==> config.mk <==
export PLATFORM = sky130hd
export DESIGN_NAME = system_clock_source_select
export DESIGN_NICKNAME = d
export VERILOG_FILES = /design/src/clk_sel_pkg.sv /design/src/edge_period_meter.sv /design/src/seq_divider.sv /design/src/system_clock_source_select.sv
export SDC_FILE = /design/constraint.sdc
export NUM_CORES = 1
export LEC_CHECK = 0
export ABC_CLOCK_PERIOD_IN_PS = 13050
export BUFFER_PORTS_ARGS = -buffer_cell sky130_fd_sc_hd__buf_2
export CORE_MARGIN = 2
export CORE_UTILIZATION = 40
export CTS_CLUSTER_SIZE = 20
export DETAILED_ROUTE_END_ITERATION = 7
export GPL_ROUTABILITY_DRIVEN = 0
export PLACE_DENSITY = 0.54
export SKIP_LAST_GASP = 1
export SLEW_MARGIN = 5
export SYNTH_ARGS = -nofsm -noshare
export SYNTH_HDL_FRONTEND = slang
export SYNTH_HIERARCHICAL = 1
export SYNTH_SLANG_ARGS = --single-unit
==> constraint.sdc <==
create_clock -name core_clk_i -period 13.05 [get_ports core_clk_i]
set_input_delay 0 -clock core_clk_i [delete_from_list [all_inputs] [get_ports core_clk_i]]
set_output_delay 0 -clock core_clk_i [all_outputs]
set_load 0.02 [all_outputs]
==> src/clk_sel_pkg.sv <==
/*
 Shared constants, register layouts and types of the system clock
 source selector.
 Assumes a 32-bit APB register bus and a single core clock.
*/
package clk_sel_pkg;

   // ***************************************************************
   // Register map
   // ***************************************************************
   localparam int APB_AW = 8;
   localparam logic [APB_AW-1:0] SYS_CTL_OFS = 8'h00;
   localparam logic [APB_AW-1:0] LOOP_CTL_OFS = 8'h04;
   localparam logic [APB_AW-1:0] PRESC_OFS = 8'h08;
   localparam logic [APB_AW-1:0] STATUS_OFS = 8'h0C;

   // ***************************************************************
   // Field widths and encodings
   // ***************************************************************
   localparam int PRESC_W = 10;
   localparam int IN_DIV_W = 6;
   localparam int MUL_W = 8;
   localparam int KDIV_W = 7;
   localparam int PER_W = 16;
   localparam int DIV_W = 32;
   localparam logic [1:0] SEL_DIRECT = 2'h3;
   localparam logic [1:0] SEL_DERIVED = 2'h2;

   // ***************************************************************
   // Register layouts, high bits first, low bits at the right
   // ***************************************************************
   typedef struct packed {
      logic ref_internal;
      logic [1:0] select;
   } sys_ctl_s;

   typedef struct packed {
      logic [KDIV_W-1:0] out_div;
      logic [MUL_W-1:0] mul;
      logic [IN_DIV_W-1:0] in_div;
      logic bypass;
   } loop_ctl_s;

   typedef struct packed {
      logic [PER_W-1:0] half_period;
      logic locked;
      logic sys_level;
      logic [1:0] select;
   } status_s;

   // ***************************************************************
   // Reset values
   // ***************************************************************
   localparam sys_ctl_s SYS_CTL_RST = '{ref_internal: 1'b0,
                                       select: SEL_DIRECT};
   localparam loop_ctl_s LOOP_CTL_RST = '{out_div: 7'h00, mul: 8'h00,
                                         in_div: 6'h00, bypass: 1'b1};
   localparam logic [PRESC_W-1:0] PRESC_RST = 10'h000;

   typedef enum logic [3:0] {
      LOOP_OFF = 4'b0001,
      LOOP_WAIT = 4'b0010,
      LOOP_TRACK = 4'b0100,
      LOOP_LOCK = 4'b1000
   } loop_state_e;

endpackage

==> src/edge_period_meter.sv <==
/*
 Registers a sampled clock level, flags its rising edges and measures
 the number of core cycles between two rising edges.
 Assumes the level is synchronous to the core clock.
*/
`timescale 1ns/1ps
`default_nettype none
module edge_period_meter #(
   parameter int CNT_W = 16
) (
   input wire logic clk_i,
   input wire logic rst_i,
   input wire logic level_i,
   output logic level_o,
   output logic rise_o,
   output logic [CNT_W-1:0] period_o,
   output logic valid_o
);
   logic [CNT_W-1:0] count;
   logic seen;

   always_ff @(posedge clk_i) begin
      if (rst_i) begin
         level_o <= 1'b0;
      end else begin
         level_o <= level_i;
      end
   end

   assign rise_o = level_i & ~level_o;

   // Period counter saturates on a stalled source
   always_ff @(posedge clk_i) begin
      if (rst_i) begin
         count <= '0;
         seen <= 1'b0;
         period_o <= '0;
         valid_o <= 1'b0;
      end else begin
         valid_o <= 1'b0;
         if (rise_o) begin
            count <= CNT_W'(1);
            seen <= 1'b1;
            if (seen) begin
               period_o <= count;
               valid_o <= 1'b1;
            end
         end else if (count != '1) begin
            count <= count + CNT_W'(1);
         end
      end
   end
endmodule
`default_nettype wire

==> src/seq_divider.sv <==
/*
 Restoring unsigned divider, one quotient bit per core cycle.
 Assumes a non-zero divisor and a start only while idle.
*/
`timescale 1ns/1ps
`default_nettype none
module seq_divider #(
   parameter int W = 32
) (
   input wire logic clk_i,
   input wire logic rst_i,
   input wire logic start_i,
   input wire logic [W-1:0] dividend_i,
   input wire logic [W-1:0] divisor_i,
   output logic busy_o,
   output logic done_o,
   output logic [W-1:0] quotient_o
);
   logic [W-1:0] rem;
   logic [W-1:0] dsr;
   logic [W-1:0] quo;
   logic [$clog2(W+1)-1:0] steps;
   logic [W:0] trial;

   assign trial = {rem, quo[W-1]};

   always_ff @(posedge clk_i) begin
      if (rst_i) begin
         rem <= '0;
         dsr <= '0;
         quo <= '0;
         steps <= '0;
         busy_o <= 1'b0;
         done_o <= 1'b0;
         quotient_o <= '0;
      end else begin
         done_o <= 1'b0;
         if (start_i && !busy_o) begin
            rem <= '0;
            quo <= dividend_i;
            dsr <= divisor_i;
            steps <= ($clog2(W+1))'(W);
            busy_o <= 1'b1;
         end else if (busy_o) begin
            if (trial >= {1'b0, dsr}) begin
               rem <= W'(trial - {1'b0, dsr});
               quo <= {quo[W-2:0], 1'b1};
            end else begin
               rem <= trial[W-1:0];
               quo <= {quo[W-2:0], 1'b0};
            end
            steps <= steps - 1'b1;
            if (steps == 1) begin
               busy_o <= 1'b0;
               done_o <= 1'b1;
               quotient_o <= (trial >= {1'b0, dsr}) ?
                             {quo[W-2:0], 1'b1} : {quo[W-2:0], 1'b0};
            end
         end
      end
   end
endmodule
`default_nettype wire

==> src/system_clock_source_select.sv <==
/*
 System clock source selector: direct drive, prescaler and a digital
 model of the loop multiplier, configured over APB.
 Assumes all clock inputs are sampled levels synchronous to core_clk_i
 and well below half its rate.
*/
// Our own choices: the APB slave port and the address map.
`timescale 1ns/1ps
`default_nettype none
module system_clock_source_select (
   input wire logic core_clk_i,
   input wire logic rst_i,
   input wire logic psel_i,
   input wire logic penable_i,
   input wire logic pwrite_i,
   input wire logic [clk_sel_pkg::APB_AW-1:0] paddr_i,
   input wire logic [31:0] pwdata_i,
   output logic pready_o,
   output logic [31:0] prdata_o,
   output logic pslverr_o,
   input wire logic direct_clock_input_i,
   input wire logic crystal_input_i,
   input wire logic internal_clock_i,
   output logic sys_clk_o,
   output logic loop_locked_o
);
   import clk_sel_pkg::*;

   // ***************************************************************
   // Declarations
   // ***************************************************************
   sys_ctl_s sys_ctl;
   loop_ctl_s loop_ctl;
   logic [PRESC_W-1:0] prescaler_divide_value;
   status_s status;
   logic access;
   logic do_write;
   logic [31:0] next_rdata;
   logic next_err;
   logic ref_level;
   logic ref_q;
   logic ref_rise;
   logic [PER_W-1:0] ref_period;
   logic period_valid;
   logic [PRESC_W-1:0] presc_cnt;
   logic [PRESC_W-1:0] next_presc_cnt;
   logic presc_level;
   logic loop_en;
   loop_state_e state;
   logic [DIV_W-1:0] numer;
   logic [DIV_W-1:0] denom;
   logic div_busy;
   logic div_done;
   logic [DIV_W-1:0] quotient;
   logic [PER_W-1:0] next_target;
   logic [PER_W-1:0] target;
   logic [PER_W-1:0] cur;
   logic [PER_W-1:0] loop_cnt;
   logic loop_level;
   logic loop_run;
   logic next_sys;

   // ***************************************************************
   // APB slave, two-cycle access phase
   // ***************************************************************
   assign access = psel_i & penable_i;
   assign do_write = access & pready_o & pwrite_i;
   assign status = '{half_period: cur, locked: loop_locked_o,
                     sys_level: sys_clk_o, select: sys_ctl.select};

   // Unmapped offsets answer with an error and zero data
   always_comb begin
      next_rdata = 32'h0000_0000;
      next_err = 1'b0;
      case (paddr_i)
         SYS_CTL_OFS: next_rdata = 32'(sys_ctl);
         LOOP_CTL_OFS: next_rdata = 32'(loop_ctl);
         PRESC_OFS: next_rdata = 32'(prescaler_divide_value);
         STATUS_OFS: next_rdata = 32'(status);
         default: next_err = 1'b1;
      endcase
   end

   always_ff @(posedge core_clk_i) begin
      if (rst_i) begin
         pready_o <= 1'b0;
         prdata_o <= 32'h0000_0000;
         pslverr_o <= 1'b0;
      end else begin
         pready_o <= access & ~pready_o;
         if (access && !pready_o) begin
            prdata_o <= pwrite_i ? 32'h0000_0000 : next_rdata;
            pslverr_o <= next_err;
         end else begin
            prdata_o <= 32'h0000_0000;
            pslverr_o <= 1'b0;
         end
      end
   end

   // ***************************************************************
   // Configuration registers, written at the ready edge
   // ***************************************************************
   always_ff @(posedge core_clk_i) begin
      if (rst_i) begin
         sys_ctl <= SYS_CTL_RST;
         loop_ctl <= LOOP_CTL_RST;
         prescaler_divide_value <= PRESC_RST;
      end else if (do_write) begin
         case (paddr_i)
            SYS_CTL_OFS: sys_ctl <= sys_ctl_s'(pwdata_i[$bits(sys_ctl_s)-1:0]);
            LOOP_CTL_OFS:
               loop_ctl <= loop_ctl_s'(pwdata_i[$bits(loop_ctl_s)-1:0]);
            PRESC_OFS:
               prescaler_divide_value <= pwdata_i[PRESC_W-1:0];
            default: ;
         endcase
      end
   end

   // ***************************************************************
   // Reference source and its period
   // ***************************************************************
   assign ref_level = sys_ctl.ref_internal ?
                      internal_clock_i : crystal_input_i;

   edge_period_meter #(
      .CNT_W(PER_W)
   ) u_ref_meter (
      .clk_i(core_clk_i),
      .rst_i(rst_i),
      .level_i(ref_level),
      .level_o(ref_q),
      .rise_o(ref_rise),
      .period_o(ref_period),
      .valid_o(period_valid)
   );

   // ***************************************************************
   // Prescaler: factor is divide value plus one, up to 1024
   // ***************************************************************
   // Wrap early if the divide value shrinks below the count
   always_comb begin
      next_presc_cnt = presc_cnt + PRESC_W'(1);
      if (presc_cnt >= prescaler_divide_value) begin
         next_presc_cnt = '0;
      end
   end

   always_ff @(posedge core_clk_i) begin
      if (rst_i) begin
         presc_cnt <= '0;
      end else if (ref_rise) begin
         presc_cnt <= next_presc_cnt;
      end
   end

   // High for the first half of each output period
   assign presc_level = (presc_cnt <= (prescaler_divide_value >> 1));

   // ***************************************************************
   // Loop multiplier target: half period = T*P*K2 / (2*N)
   // ***************************************************************
   // Loop runs only in derived mode with the bypass off
   assign loop_en = (sys_ctl.select == SEL_DERIVED) & ~loop_ctl.bypass;
   assign numer = DIV_W'(ref_period) *
                  (DIV_W'(loop_ctl.in_div) + DIV_W'(1)) *
                  (DIV_W'(loop_ctl.out_div) + DIV_W'(1));
   assign denom = (DIV_W'(loop_ctl.mul) + DIV_W'(1)) << 1;

   // In loop mode, target is recomputed on each measured reference period that finds the divider idle
   seq_divider #(
      .W(DIV_W)
   ) u_div (
      .clk_i(core_clk_i),
      .rst_i(rst_i),
      .start_i(loop_en & period_valid),
      .dividend_i(numer),
      .divisor_i(denom),
      .busy_o(div_busy),
      .done_o(div_done),
      .quotient_o(quotient)
   );

   // Clamp the quotient into the half-period counter's range
   always_comb begin
      next_target = quotient[PER_W-1:0];
      if (quotient == '0) begin
         next_target = PER_W'(1);
      end else if (quotient > DIV_W'({PER_W{1'b1}})) begin
         next_target = '1;
      end
   end

   always_ff @(posedge core_clk_i) begin
      if (rst_i) begin
         target <= '1;
      end else if (div_done) begin
         target <= next_target;
      end
   end

   // ***************************************************************
   // Loop state
   // ***************************************************************
   always_ff @(posedge core_clk_i) begin
      if (rst_i) begin
         state <= LOOP_OFF;
      end else if (!loop_en) begin
         state <= LOOP_OFF;
      end else begin
         case (state)
            LOOP_OFF: state <= LOOP_WAIT;
            LOOP_WAIT: begin
               if (div_done) begin
                  state <= LOOP_TRACK;
               end
            end
            LOOP_TRACK: begin
               if (cur == target) begin
                  state <= LOOP_LOCK;
               end
            end
            LOOP_LOCK: begin
               if (cur != target) begin
                  state <= LOOP_TRACK;
               end
            end
            default: state <= LOOP_OFF;
         endcase
      end
   end

   // ***************************************************************
   // Loop oscillator, half period slewed one step per half cycle
   // ***************************************************************
   assign loop_run = (state == LOOP_TRACK) | (state == LOOP_LOCK);

   always_ff @(posedge core_clk_i) begin
      if (rst_i) begin
         cur <= '1;
         loop_cnt <= '0;
         loop_level <= 1'b0;
      end else if (!loop_run) begin
         cur <= '1;
         loop_cnt <= '0;
         loop_level <= 1'b0;
      end else if (loop_cnt + PER_W'(1) >= cur) begin
         loop_cnt <= '0;
         loop_level <= ~loop_level;
         if (cur > target) begin
            cur <= cur - PER_W'(1);
         end else if (cur < target) begin
            cur <= cur + PER_W'(1);
         end
      end else begin
         loop_cnt <= loop_cnt + PER_W'(1);
      end
   end

   // ***************************************************************
   // System clock selection
   // ***************************************************************
   always_comb begin
      next_sys = internal_clock_i;
      if (sys_ctl.select == SEL_DIRECT) begin
         next_sys = direct_clock_input_i;
      end else if (sys_ctl.select == SEL_DERIVED) begin
         if (!loop_ctl.bypass) begin
            next_sys = loop_level;
         end else if (prescaler_divide_value == '0) begin
            next_sys = ref_q;
         end else begin
            next_sys = presc_level;
         end
      end
   end

   // ***************************************************************
   // Output registers
   // ***************************************************************
   // Lock flag lags the loop state by one cycle
   always_ff @(posedge core_clk_i) begin
      if (rst_i) begin
         sys_clk_o <= 1'b0;
         loop_locked_o <= 1'b0;
      end else begin
         sys_clk_o <= next_sys;
         loop_locked_o <= (state == LOOP_LOCK);
      end
   end
endmodule
`default_nettype wire

# After elaboration in Yosys (flattened, before gate mapping)
# Index checks and enable logic that the tools add are counted.
totals:
  wordCells: 141
  regBits: 304
  output_inout_bits: 36
  input_bits: 48
op_classes:
  mul: 2
  n_bitwise: 18
  n_addsub: 10
  reduce_logical: 27
  n_eq_ne: 16
  n_lt_le_gt_ge: 7
  muxes: 29
op_table:
  columns: ["cell", "n"]
  rows:
  - ["$mux W32", 3]
  - ["$pmux W22 S4", 1]
  - ["$mux W16", 4]
  - ["$add A16 B1 Y16 const B", 3]
  - ["$ge A33 B32 Y1", 1]
  - ["$gt A32 B16 Y1 const B", 1]
  - ["$logic_not A32 Y1", 1]
  - ["$sub A32 B32 Y32", 1]
  - ["$mul A23 B8 Y31", 1]
  - ["$mul A16 B7 Y23", 1]
  - ["$eq A16 B16 Y1", 1]
  - ["$eq A8 B4 Y1 const B", 2]
  - ["$ge A16 B16 Y1", 1]
  - ["$gt A16 B16 Y1", 1]
  - ["$lt A16 B16 Y1", 1]
  - ["$ne A16 B16 Y1", 1]
  - ["$ne A16 B16 Y1 const B", 1]
  - ["$pmux W4 S4", 1]
  - ["$sub A16 B1 Y16 const B", 1]
  - ["$mux W1", 14]
  - ["$mux W4", 3]
  - ["$mux W6", 2]
  - ["$reduce_or A2 Y1", 6]
  - ["$add A10 B1 Y10 const B", 1]
  - ["other kinds (28)", 56]

# Depth between registers and ports, before layout
# Gate-level depths: netlist (run 1).
depth:
  ltp_word: 6
  ltp_mapped: 43

# Cells and area by module
# Netlist (run 1), hierarchy kept.
by_module_without_submodules:
  columns: ["mod", "area_per_inst_um2", "cells_per_inst", "instances", "seq_area_each_um2"]
  rows:
  - ["system_clock_source_select", 17108.9, 2107, 1, 2482.4]
  - ["seq_divider", 7367.1, 953, 1, 2722.6]
  - ["edge_period_meter", 1441.4, 176, 1, 700.7]

# Worst setup path after synthesis (run 1)
# No wires, ideal clock.
synth_path:
  kind: "register to register"
  startpoint: "register loop_ctl[1] (netlist bit)"
  endpoint: "register u_div.quo[28]"
  path_buffers: 4
  stages_incl_launch_ff: 44
  required_ns: 12.985
  synth_period_minus_slack_ns: 9.616
  setup_ns: 0.065
  slack_ns: 3.434
  arrival_ns: 9.551
  cell_sequence: "dfxtp_1 > clkbuf_1 > nand2_1 > nor2_1 > xnor2_1 > clkbuf_1 > nor2b_1 > fa_1 > inv_1 > fa_1 > inv_1 > fa_1 > inv_1 > fa_1 > inv_1 > ha_1 > buf_2 > a21o_1 > (+8 left out) > inv_1 > fa_1 > fa_1 > inv_1 > fa_1 > inv_1 > ha_1 > and3_1 > a21oi_1 > o21ai_0 > a21oi_1 > a21bo_2 > or4b_1 > nand3_1 > mux2i_1 > nor2_1 > a21oi_1 > nor2_1"
synth_between:
  elab_chain_len: 4
synth_rtl:
  columns: ["element", "line", "rtl"]
  rows:
  - ["start, declared", "system_clock_source_select.sv:33", "loop_ctl_s loop_ctl;"]
  - ["start signal, assigned", "system_clock_source_select.sv:113", "loop_ctl <= loop_ctl_s'(pwdata_i[$bits(loop_ctl_s)-1:0]);"]
  - ["$add A6 B1 Y7", "system_clock_source_select.sv:167", "(DIV_W'(loop_ctl.in_div) + DIV_W'(1)) *"]
  - ["$mul A16 B7 Y23", "system_clock_source_select.sv:166", "assign numer = DIV_W'(ref_period) *"]
  - ["$mul A23 B8 Y31", "system_clock_source_select.sv:167", null]
  - ["via numer[28]", "system_clock_source_select.sv:50", "logic [DIV_W-1:0] numer;"]
  - ["$mux W32", "seq_divider.sv:38", "if (start_i && !busy_o) begin"]
  - ["end signal, assigned", "seq_divider.sv:40", "quo <= dividend_i;"]
  - ["end signal, assigned", "seq_divider.sv:47", "quo <= {quo[W-2:0], 1'b1};"]
  - ["end signal, assigned", "seq_divider.sv:50", "quo <= {quo[W-2:0], 1'b0};"]
  - ["end, declared", "seq_divider.sv:21", "logic [W-1:0] quo;"]
# The timed path passes the listed nets, and every way through them passes these cells.
# A chain may end at the register's enable or synchronous reset.

# Final worst setup path (run 1)
layout_path:
  startpoint: "register loop_ctl[1] (netlist bit)"
  endpoint: "register u_div.quo[24]"
# Same word-level chain as after synthesis.

==> implementation parameters, run 1 <==
Parameter                              Value

Setup path
  Launching point of the worst reg2reg path ... loop_ctl[1]$_SDFFE_PP0P_
  Critical Path Slowest Stage Cell ... sky130_fd_sc_hd__a21oi_1
  Peak fanout along the critical path ... 21
  Depth of the worst register-to-register path ... 36
  Most frequent CP cell ... sky130_fd_sc_hd__fa_1
  Critical path's top delay family ... adder cells
  Crit path buffers/inverters ... 5
  Slowest cell delay on critical path ... about 0.85 ns
  CP Data Required Time ... 13.45 ns
  Arrival time of data at the critical path endpoint ... approximately 12 ns
  Crit Path Category ... flip-flop to flip-flop
  Capturing point of the worst reg2reg path ... u_div/quo[24]$_SDFFE_PP0P_
  Setup slack, reg-to-reg ... approximately 1.7 ns
  Kind of end point of the critical path ... flip-flop
  Worst Setup Start Kind ... flip-flop

Synth
  Main combinational cell family by area after synthesis ... adder cells
  Flip-flop and latch count after synthesis ... roughly 300
  Post-Synth Adder-Cell Area ... 0.247
  Post-synth EDFFs ... 0
  Unique cell type count in the Yosys netlist ... between 90 and 100
  Synthesized instance count ... approximately 3,200
  Proportion of netlist area held by the largest area contributor ... 0.228
  Largest area contributor in the synthesized netlist ... sky130_fd_sc_hd__dfxtp_1
  Commonest register cell after synthesis ... sky130_fd_sc_hd__dfxtp_1
  Synth top area cells ... sky130_fd_sc_hd__dfxtp_1, sky130_fd_sc_hd__fa_1, sky130_fd_sc_hd__ha_1
  Synthesized-area fraction occupied by ao, oa, aoi and oai cells ... 0.158
  Average cell area after synthesis ... between 8 and 9 um^2
  Synthesized-area fraction occupied by xor and xnor cells ... 0.0425
  Post-synthesis sequential area ratio ... 0.228
  Mux contribution to synthesized area ... 0.0278
  Proportion of register bits with asynchronous set or reset after synthesis ... 0
  Area of the mapped netlist ... around 26,000 um^2
  Yosys synthesis warning count ... 6
  Simple-gate area share of the yosys netlist ... 0.218

Pwr
  Switching part of the total power ... 0.217
  Total power consumption of the routed design ... between 2000 and 2500 uW
  Static leakage power ... around 0.013 uW
  Cell Pwr Density ... around 71 nW/um^2
  Combinational group share of total power ... 0.024
  Relative contribution of the clock network to total power ... 0.532
  Sequential share of power ... 0.444
  P_int ... between 1500 and 2000 uW
  NetSw ... between 400 and 500 uW
  Worst vdd ir ... 0.0710 mV

Detailed routing
  Via density ... approximately 5.3
  Detail-routed net length per standard cell ... 16.1 um
  Remaining routing DRC violations ... 0
  Initial DRC count ... 1,272
  Number of vias after detailed routing ... between 20,000 and 25,000
  Post-route ant nets ... 0
  Total iterations of the first detailed-routing run ... 5
  Routed Wire Length ... 66,800 um

Clock tree
  CTS H-tree depth ... 2
  Number of buffers on the longest clock path ... 3
  CTS clk-pin slew, worst paths ... 0.06 ns
  Buffer count from post-CTS setup fixing ... 0
  Total clock sinks ... just under 300
  Total clock buffers created by CTS ... 37
  Insertion delay of the later-clocked pin in the worst-skew pair ... about 0.55 ns
  Buffer cell driving the clock tree root ... sky130_fd_sc_hd__clkbuf_16
  TritonCTS clock tree ... built

Floorplanning
  Effective utilization at floorplan ... 0.403
  Core Box Area ... between 60,000 and 70,000 um^2
  Horiz. Die Dim ... 259 um
  Ports placed on the boundary ... between 80 and 90
  Row cnt ... 93
  Area enclosed by the die boundary ... 66,800 um^2
  Height of the chip ... about 260 um

Global routing
  Number of global-route vias before repair ... 22,000
  Number of antenna violations at the first check in global routing ... 0
  Maximum number of pins on one net before global-route repair ... 75
  Sum of overflow across all layers after global routing ... 0
  Gr usage total ... 0.200
  Wire length of the first global-routing pass ... approximately 110,000 um

STA
  Setup TNS Final ... 0 ns
  Tightest Pin Transition ... between 1 and 1.5 ns
  Number of failing hold endpoints at the final stage ... 0
  Final period util ... 0.868
  Min Tclk post-route ... ~11 ns
  Pins Over Slew Limit ... 0
  Worst slew margin relative to its limit ... 0.242
  Max Clk Rate ... 0.0883 GHz
  Final setup violation count ... 0
  Clock skew after layout ... 0.0335 ns
  RSZ-0062 raised after global routing ... no

Flow run
  Number of maximum-capacitance constraint violations ... 0

Worst hold path
  Worst hold path startpoint ... paddr_i[0]
  Kind of path behind the tightest hold check ... input pin to flip-flop
  End point of the most critical hold path ... status[0]$_SDFFE_PP1P_
  Worst Hold Path Cells ... 5

Placed design
  Detailed-placement wirelength estimate ... 50,600 um
  IO Port Bufs ... 63

Outcome
  Status ... completed

Layout
  Number of nets in the layout ... ~3,700
  # fillers ... 6,531
  Share of cells above drive strength 1 ... 0.0655
  Number of antenna cells inserted ... 0
  Layout-stage area growth over the synthesis result ... 10.3%
## power by group through the flow
stage | sequential (uW) | clock [uW] | combinational, uW
after floorplan | 924 | 0 | 28.3
after CTS | 905 | 1110 | 49.5
after global placement | 924 | 0 | 40.6
final | 905 | 1080 | 49.9
after detailed placement | 924 | 0 | 41.3
after global routing | 904 | 1150 | 55.1
## cells in the mapped netlist, types with 25 or more instances
| cell | n |
|---|---|
| sky130_fd_sc_hd__nor2_1 | 314 |
| sky130_fd_sc_hd__nand3_1 | 73 |
| sky130_fd_sc_hd__and2_1 | 60 |
| sky130_fd_sc_hd__inv_1 | 350 |
| sky130_fd_sc_hd__nor2b_1 | 64 |
| sky130_fd_sc_hd__a31oi_1 | 25 |
| sky130_fd_sc_hd__a21o_1 | 43 |
| sky130_fd_sc_hd__a211oi_1 | 42 |
| sky130_fd_sc_hd__clkbuf_1 | 112 |
| sky130_fd_sc_hd__xnor2_1 | 72 |
| sky130_fd_sc_hd__nor3_1 | 45 |
| sky130_fd_sc_hd__o21ai_0 | 118 |
| sky130_fd_sc_hd__nor4_1 | 27 |
| sky130_fd_sc_hd__fa_1 | 197 |
| sky130_fd_sc_hd__mux2i_1 | 63 |
| sky130_fd_sc_hd__xor2_1 | 52 |
| sky130_fd_sc_hd__a21oi_1 | 255 |
| sky130_fd_sc_hd__and3_1 | 37 |
| sky130_fd_sc_hd__nand2b_1 | 48 |
| sky130_fd_sc_hd__dfxtp_1 | 295 |
| sky130_fd_sc_hd__ha_1 | 197 |
| sky130_fd_sc_hd__nand2_1 | 403 |
| sky130_fd_sc_hd__nand4_1 | 28 |
## tightest hold or removal path: cells and delay by family
kind | cells | cell delay (ns)
buf+inv | 1 | 0.07
simple gates | 3 | 0.40
compound gates | 1 | 0.25
## stage by stage
| step | cells | setup slack [ns] | hold WS (ns) | utilization | instance area (um^2) |
|---|---|---|---|---|---|
| finish | 4154 | 1.73 | 0.214 | 0.445 | 28600 |
| global route | 4154 | 0.932 | 0.244 | 0.445 | 28600 |
| CTS | 4154 | 1.69 | 0.182 | 0.445 | 28600 |
| detailed placement | 4052 | 1.71 | 0.254 | 0.419 | 26900 |
| global placement | 4052 | 1.90 | 0.259 | 0.419 | 26900 |
| floorplan | 3269 | 3.43 | 0.121 | - | 26000 |
## per-layer routing
layer  global-route usage  vias to the layer above  share of wire
met5                    0                        -              0
met4               0.0493                        0          0.018
met3               0.0257                       99          0.034
met2                0.347                      381           0.48
met1                0.262                    10700           0.47
li1                     -                    10900              -
## cell families (layout without fill, tap and decap cells)
logic type                 Yosys count  in the layout
AOI/OAI and AO/OA                  648            648
xor gates and xnor gates           125            125
adders and majority gates          394            394
buffers and inverters              510            540
DFF                                295            295
muxes                               71             71
other                                1             34
and+or+nand+nor                   1192           1192
## cells in the final DEF (no fill, tap or decap), types with 45 or more instances in the layout
cell type                    n
sky130_fd_sc_hd__nand2_1   403
sky130_fd_sc_hd__inv_1     350
sky130_fd_sc_hd__nor2_1    314
sky130_fd_sc_hd__dfxtp_1   294
sky130_fd_sc_hd__a21oi_1   255
sky130_fd_sc_hd__fa_1      197
sky130_fd_sc_hd__ha_1      197
sky130_fd_sc_hd__o21ai_0   118
sky130_fd_sc_hd__nand3_1    73
sky130_fd_sc_hd__xnor2_1    72
sky130_fd_sc_hd__nor2b_1    63
sky130_fd_sc_hd__mux2i_1    63
sky130_fd_sc_hd__buf_2      62
sky130_fd_sc_hd__and2_1     60
sky130_fd_sc_hd__xor2_1     51
sky130_fd_sc_hd__nand2b_1   48
sky130_fd_sc_hd__nor3_1     45
## flip-flops by register name, summed over array words and instances (netlist names), 6 cells and up
name / flops
u_div/steps: 6
loop_cnt: 16
u_div/dsr: 32
u_div/quotient_o: 32
prdata_o: 22
u_div/quo: 32
loop_ctl: 22
u_div/rem: 32
presc_cnt: 10
target: 16
prescaler_divide_value: 10
u_ref_meter/period_o: 16
u_ref_meter/count: 16
cur: 16
## cell type report
class	count	area (um^2)	area share
Multi-Input combinational cell	2464	18100	0.634
Sequential cell	295	5910	0.207
Inverter	350	1310	0.0460
Clock buffer	53	1080	0.0377
Tap cell	855	1070	0.0374
Timing Repair Buffer	125	880	0.0308
Clock inverter	12	209	0.00731
## what timing repair did
| action | CTS | global route |
|---|---|---|
| hold endpoints to repair | 90 | 0 |
| gates resized for setup | 0 | 0 |
| hold buffers | 37 | 0 |
## how the worst max path moves through the flow
stage,startpoint,endpoint,slack [ns],cells after the start
2_1_floorplan,loop_ctl[1]$_SDFFE_PP0P_,u_div/quo[28]$_SDFFE_PP0P_,3.43,43
3_3_place_gp,loop_ctl[1]$_SDFFE_PP0P_,u_div/quo[28]$_SDFFE_PP0P_,1.90,39
3_5_place_dp,loop_ctl[1]$_SDFFE_PP0P_,u_div/quo[28]$_SDFFE_PP0P_,1.71,36
4_1_cts,loop_ctl[1]$_SDFFE_PP0P_,u_div/quo[28]$_SDFFE_PP0P_,1.69,36
5_1_grt,loop_ctl[1]$_SDFFE_PP0P_,u_div/quo[28]$_SDFFE_PP0P_,0.93,36
6_report,loop_ctl[1]$_SDFFE_PP0P_,u_div/quo[24]$_SDFFE_PP0P_,1.73,36
Power figures use the tool's default switching activity.
==> inputs of run 2 (changes only) <==
- PLACE_DENSITY: 0.54 -> 0.55
- SYNTH_HIERARCHICAL: 1 -> not set
==> implementation parameters, run 2 <==
Parameter                              Value

Floorplanning
  Height of the chip ... ~240 um
  Row cnt ... 86
  Horiz. Die Dim ... between 200 and 250 um
  Area enclosed by the die boundary ... approximately 58,000 um^2
  Ports placed on the boundary ... 84
  Effective utilization at floorplan ... 0.406
  Core Box Area ... ~55,000 um^2

Synth
  Post-synth EDFFs ... 0
  Yosys synthesis warning count ... 0
  Proportion of register bits with asynchronous set or reset after synthesis ... 0
  Synthesized instance count ... 2,753
  Largest area contributor in the synthesized netlist ... sky130_fd_sc_hd__dfxtp_1
  Area of the mapped netlist ... between 20,000 and 25,000 um^2
  Commonest register cell after synthesis ... sky130_fd_sc_hd__dfxtp_1
  Average cell area after synthesis ... just over 8 um^2
  Unique cell type count in the Yosys netlist ... 83
  Synth top area cells ... sky130_fd_sc_hd__dfxtp_1, sky130_fd_sc_hd__fa_1, sky130_fd_sc_hd__ha_1
  Library cell with the highest instance count after synthesis ... sky130_fd_sc_hd__nand2_1
  Proportion of netlist area held by the largest area contributor ... 0.242
  Commonest cells in the netlist ... sky130_fd_sc_hd__nand2_1, sky130_fd_sc_hd__inv_1, sky130_fd_sc_hd__nor2_1
  Post-synthesis sequential area ratio ... 0.242
  Flip-flop and latch count after synthesis ... 272

STA
  Number of failing hold endpoints at the final stage ... 0
  Pins Over Slew Limit ... 0
  Final period util ... 0.826
  Clock skew after layout ... approximately 0.016 ns
  Final WS setup ... ~2.3 ns
  Final setup violation count ... 0
  Worst slew margin relative to its limit ... 0.230
  Tightest Pin Transition ... 1.15 ns
  Max Clk Rate ... ~0.09 GHz
  RSZ-0062 raised after global routing ... no
  Setup TNS Final ... 0 ns
  Min Tclk post-route ... ~11 ns

Pwr
  Static leakage power ... approximately 0.011 uW
  Relative contribution of the clock network to total power ... 0.515
  Combinational group share of total power ... 0.025
  Worst vdd ir ... approximately 0.095 mV
  P_int ... 1420 uW
  NetSw ... 389 uW
  Cell Pwr Density ... slightly above 70 nW/um^2
  Total power consumption of the routed design ... 1810 uW
  Sequential share of power ... 0.460
  Switching part of the total power ... 0.215

Clock tree
  Insertion delay of the later-clocked pin in the worst-skew pair ... ~0.58 ns
  CTS clk-pin slew, worst paths ... 0.06 ns
  TritonCTS clock tree ... built
  CTS H-tree depth ... 1
  Buffer cell driving the clock tree root ... sky130_fd_sc_hd__clkbuf_16
  Total clock buffers created by CTS ... 31
  Number of buffers on the longest clock path ... 3
  Total clock sinks ... 272

Layout
  Share of cells above drive strength 1 ... 0.0706
  Number of nets in the layout ... 3,225
  Most used cells in the layout excluding fill and tap cells ... sky130_fd_sc_hd__nand2_1, sky130_fd_sc_hd__inv_1, sky130_fd_sc_hd__nor2_1
  # fillers ... about 5,400
  Regs by FF count ... u_div.quo: 32 flops, u_div.quotient_o: 32 flops, u_div.rem: 32 flops
  Number of antenna cells inserted ... 0
  Post-layout utilization of the core ... 0.453
  Area used by multi-input combinational logic ... 15,400 um^2
  Layout-stage area growth over the synthesis result ... 11.6%
  Register cell area after layout ... roughly 5400 um^2
  Commonest non-fill, non-tap cell in the layout ... sky130_fd_sc_hd__nand2_1

Detailed routing
  Via density ... around 5.2
  Initial DRC count ... around 1,200
  Number of vias after detailed routing ... approximately 19,000
  Routed Wire Length ... around 58,000 um
  Post-route ant nets ... 0
  Total iterations of the first detailed-routing run ... 5
  Detail-routed net length per standard cell ... between 15 and 20 um
  Remaining routing DRC violations ... 0

Setup path
  CP Data Required Time ... 13.54 ns
  Crit Path Category ... flip-flop to flip-flop
  Critical Path Slowest Stage Cell ... sky130_fd_sc_hd__dfxtp_1
  Arrival time of data at the critical path endpoint ... approximately 11 ns
  Most frequent CP cell ... sky130_fd_sc_hd__fa_1
  Worst Setup Start Kind ... flip-flop
  Slowest cell delay on critical path ... around 0.77 ns
  Peak fanout along the critical path ... 21
  Kind of end point of the critical path ... flip-flop

Placed design
  DP Worst Slack ... 2.31 ns
  IO Port Bufs ... 63
  Detailed-placement wirelength estimate ... 43,400 um

Global routing
  Number of global-route vias before repair ... approximately 19,000
  Wire length of the first global-routing pass ... a little under 100,000 um
  Maximum number of pins on one net before global-route repair ... 84
  Number of antenna violations at the first check in global routing ... 0
  Sum of overflow across all layers after global routing ... 0
  Gr usage total ... 0.203

Outcome
  Status ... completed

Flow run
  Number of maximum-capacitance constraint violations ... 0

Worst hold path
  Kind of path behind the tightest hold check ... input pin to flip-flop
## run 2: cell count changes after synthesis, sizes merged, moves of 19 or more
cell   before  now
a21o       43   21
a21oi     262  205
buf        47   28
dfxtp     295  272
ha        197  174
inv       350  318
mux2i      63   23
nand2     406  355
nand3      74   52
nor2      314  283
nor2b      65   35
o21ai     127   86
## run 2: logic make-up after synthesis
group	synth area share
AND/OR/NAND/NOR	0.216
AO/OA/AOI/OAI	0.131
buffers and inverters	0.0768
adder cells (fa/ha/maj)	0.272
flip-flops	0.242
XOR/XNOR	0.0501
multiplexers	0.0127
other	0.000167
## run 2: routing by layer
layer / up-vias / routed length [um] / global-route usage / part of all wire
met5: - / 0 / 0 / 0
met1: 9162 / 28000 / 0.286 / 0.49
li1: 9154 / - / - / -
met3: 50 / 2330 / 0.0232 / 0.040
met4: 0 / 767 / 0.0357 / 0.013
met2: 357 / 26500 / 0.340 / 0.46
## run 2: worst paths after layout
kind / start / to / slack [ns] / depth (start not counted)
min reg2reg: u_div.quotient_o[29]$_SDFFE_PP0P_ / u_div.quotient_o[29]$_SDFFE_PP0P_ / 0.46 / 2
max: loop_ctl[1]$_SDFFE_PP0P_ / u_div.quo[27]$_SDFFE_PP0P_ / 2.27 / 35
min: paddr_i[2] / prdata_o[4]$_SDFF_PP0_ / 0.04 / 4
max reg2reg: loop_ctl[1]$_SDFFE_PP0P_ / u_div.quo[27]$_SDFFE_PP0P_ / 2.27 / 35
## run 2: power by group through the flow
stage	clock network, uW	registers [uW]	logic, uW
finish	935	834	44.8
CTS	955	834	44.7
detailed placement	0	852	37.2
floorplan	0	852	24.0
global placement	0	852	36.7
global route	985	834	48.9
## run 2: area by class of cell
cell class                      count  area share
Clock buffer                       50      0.0393
Clock inverter                      8     0.00543
Inverter                          318      0.0475
Multi-Input combinational cell   2046       0.614
Sequential cell                   272       0.217
Tap cell                          748      0.0373
Timing Repair Buffer              137      0.0396
## run 2: repair_timing
action / 4_1_cts / 5_1_grt
setup buffers: 0 / 0
gates resized for setup: 0 / 0
hold endpoints to repair: 70 / 0
hold buffers: 49 / 0
## run 2: through the flow
step           hold slack (ns)  cell area, um^2  cells
4_1_cts                 0.0222            25100   3579
6_report                0.0381            25100   3579
5_1_grt                 0.0951            25100   3579
2_1_floorplan            0.125            22600   2762
3_3_place_gp             0.247            23500   3472
3_5_place_dp             0.249            23500   3472
## run 2: worst max-delay path: cells and delay by family, from the launching register on
kind | cells | cell delay, ns
mux | 1 | 0.37
xor+xnor | 2 | 0.87
compound gates | 9 | 1.71
simple gates | 5 | 1.22
fa+ha+maj | 11 | 5.20
buf+inv | 7 | 0.55
flops | 1 | 0.77
==> inputs of run 3 (changes only) <==
- ABC_CLOCK_PERIOD_IN_PS: 13050 -> 10800
- clock period: 13.05 -> 10.8 ns (I/O delays scaled with it)
==> implementation parameters, run 3 (synthesized netlist as in run 2, its figures left out) <==
Parameter                              Value

Floorplanning
  Height of the chip ... about 240 um
  Core Box Area ... 55,400 um^2
  Area enclosed by the die boundary ... 58,200 um^2
  Horiz. Die Dim ... roughly 240 um
  Effective utilization at floorplan ... 0.406
  Ports placed on the boundary ... 84
  Row cnt ... 86

Setup path
  Capturing point of the worst reg2reg path ... u_div.quo[27]$_SDFFE_PP0P_
  Worst Setup Start Kind ... flip-flop
  Crit Path Category ... flip-flop to flip-flop
  Slowest cell delay on critical path ... around 0.72 ns
  Setup slack, reg-to-reg ... ~0.56 ns
  Beginning of the critical path ... loop_ctl[3]$_SDFFE_PP0P_
  Depth of the worst register-to-register path ... 34
  Launching point of the worst reg2reg path ... loop_ctl[3]$_SDFFE_PP0P_
  Critical Path Slowest Stage Cell ... sky130_fd_sc_hd__xnor2_1
  CP Data Required Time ... between 10 and 15 ns
  Kind of end point of the critical path ... flip-flop
  Termination of the worst setup path ... u_div.quo[27]$_SDFFE_PP0P_
  Arrival time of data at the critical path endpoint ... about 11 ns
  Most frequent CP cell ... sky130_fd_sc_hd__fa_1
  Peak fanout along the critical path ... 13

Clock tree
  TritonCTS clock tree ... built
  Buffer count from post-CTS setup fixing ... 0
  Number of buffers on the longest clock path ... 3
  CTS clk-pin slew, worst paths ... approximately 0.060 ns
  Total clock sinks ... ~270
  CTS H-tree depth ... 1
  Buffer cell driving the clock tree root ... sky130_fd_sc_hd__clkbuf_16
  Total clock buffers created by CTS ... 31
  Insertion delay of the later-clocked pin in the worst-skew pair ... between 0.5 and 0.6 ns

Detailed routing
  Remaining routing DRC violations ... 0
  Via density ... 5.20
  Routed Wire Length ... 57,800 um
  Total iterations of the first detailed-routing run ... 6
  Detail-routed net length per standard cell ... 16.1 um
  Initial DRC count ... 1,053
  Post-route ant nets ... 0
  Number of vias after detailed routing ... around 19,000

Layout
  Commonest non-fill, non-tap cell in the layout ... sky130_fd_sc_hd__nand2_1
  Regs by FF count ... u_div.quo: 32 flops, u_div.quotient_o: 32 flops, u_div.rem: 32 flops
  Number of antenna cells inserted ... 0
  Number of nets in the layout ... 3,239
  Layout-stage area growth over the synthesis result ... 11.8%
  Share of cells above drive strength 1 ... 0.0724
  Most used cells in the layout excluding fill and tap cells ... sky130_fd_sc_hd__nand2_1, sky130_fd_sc_hd__inv_1, sky130_fd_sc_hd__nor2_1
  Number of cells in the finished layout apart from fillers ... roughly 3,600
  Post-layout utilization of the core ... 0.455

Global routing
  Sum of overflow across all layers after global routing ... 0
  Maximum number of pins on one net before global-route repair ... 100
  Number of global-route vias before repair ... roughly 19,000
  Wire length of the first global-routing pass ... 96,100 um
  Number of antenna violations at the first check in global routing ... 1
  Gr usage total ... 0.203

Worst hold path
  Kind of path behind the tightest hold check ... input pin to flip-flop

Placed design
  Detailed-placement wirelength estimate ... 43,400 um
  DP Worst Slack ... 0.545 ns
  IO Port Bufs ... between 60 and 70
  Cell total after placement ... around 3,500

STA
  RSZ-0062 raised after global routing ... yes
  Max Clk Rate ... roughly 0.098 GHz
  Worst slew margin relative to its limit ... 0.172
  Final WS setup ... between 0.5 and 0.6 ns
  Final setup violation count ... 0
  Setup TNS Final ... 0 ns
  Final period util ... 0.948
  Pins Over Slew Limit ... 0
  Clock skew after layout ... roughly 0.012 ns
  Number of failing hold endpoints at the final stage ... 0
  Min Tclk post-route ... just over 10 ns
  Tightest Pin Transition ... 1.24 ns

Outcome
  Status ... completed

Pwr
  Cell Pwr Density ... 84.4 nW/um^2
  Static leakage power ... roughly 0.011 uW
  Total power consumption of the routed design ... around 2100 uW
  Worst vdd ir ... ~0.12 mV

Flow run
  Number of maximum-capacitance constraint violations ... 0
run 3: worst min path at each step:
| stage | startpoint | endpoint | depth (start not counted) |
|---|---|---|---|
| floorplan | pwdata_i[1] | status[1]$_SDFFE_PP1P_ | 2 |
| finish | paddr_i[7] | loop_ctl[1]$_SDFFE_PP0P_ | 6 |
| detailed placement | pwdata_i[21] | loop_ctl[21]$_SDFFE_PP0P_ | 3 |
| global placement | pwdata_i[12] | loop_ctl[12]$_SDFFE_PP0P_ | 3 |
| CTS | paddr_i[2] | prdata_o[1]$_SDFF_PP0_ | 4 |
| global route | paddr_i[7] | loop_ctl[1]$_SDFFE_PP0P_ | 6 |
run 3: cell type report:
type / instances / area (um^2)
well taps: 748 / 936
fillers: 5493 / 30200
flip-flops and latches: 272 / 5450
repair buffers: 151 / 1120
multi-input cells: 2046 / 15400
clock buffers: 47 / 926
clock inverters: 10 / 115
inverters: 318 / 1190
run 3: metal layers:
metal  track usage  wire [um]
met5             0          0
met4        0.0428       1070
met3        0.0213       2480
met2         0.332      26000
met1         0.291      28300
run 3: critical path, delay by kind of cell (launching register included):
family	cells	cell delay (ns)
XOR/XNOR	2	0.84
flip-flops	1	0.47
AO/OA/AOI/OAI	8	1.78
multiplexers	1	0.37
AND/OR/NAND/NOR	6	1.26
buffers and inverters	7	0.51
adder cells (fa/ha/maj)	10	4.90
run 3: report_power, final:
part           switching, uW  total (uW)  leakage (uW)  internal, uW
logic                   35.5        55.3       0.00861          19.8
clock network            426        1060      0.000510           637
registers               2.70        1010       0.00219          1010
run 3: what timing repair did:
| action | CTS | global route |
|---|---|---|
| endpoints found under the hold margin | 68 | 0 |
| hold buffers | 57 | 0 |
| setup endpoints to repair | 0 | 3 |
| gates resized for setup | 0 | 3 |
run 3: stage by stage:
stage	area, um^2	hold slack (ns)
floorplan	22600	0.125
global placement	23600	0.248
detailed placement	23600	0.248
CTS	25200	0.0226
global route	25200	0.0637
finish	25200	0.0416
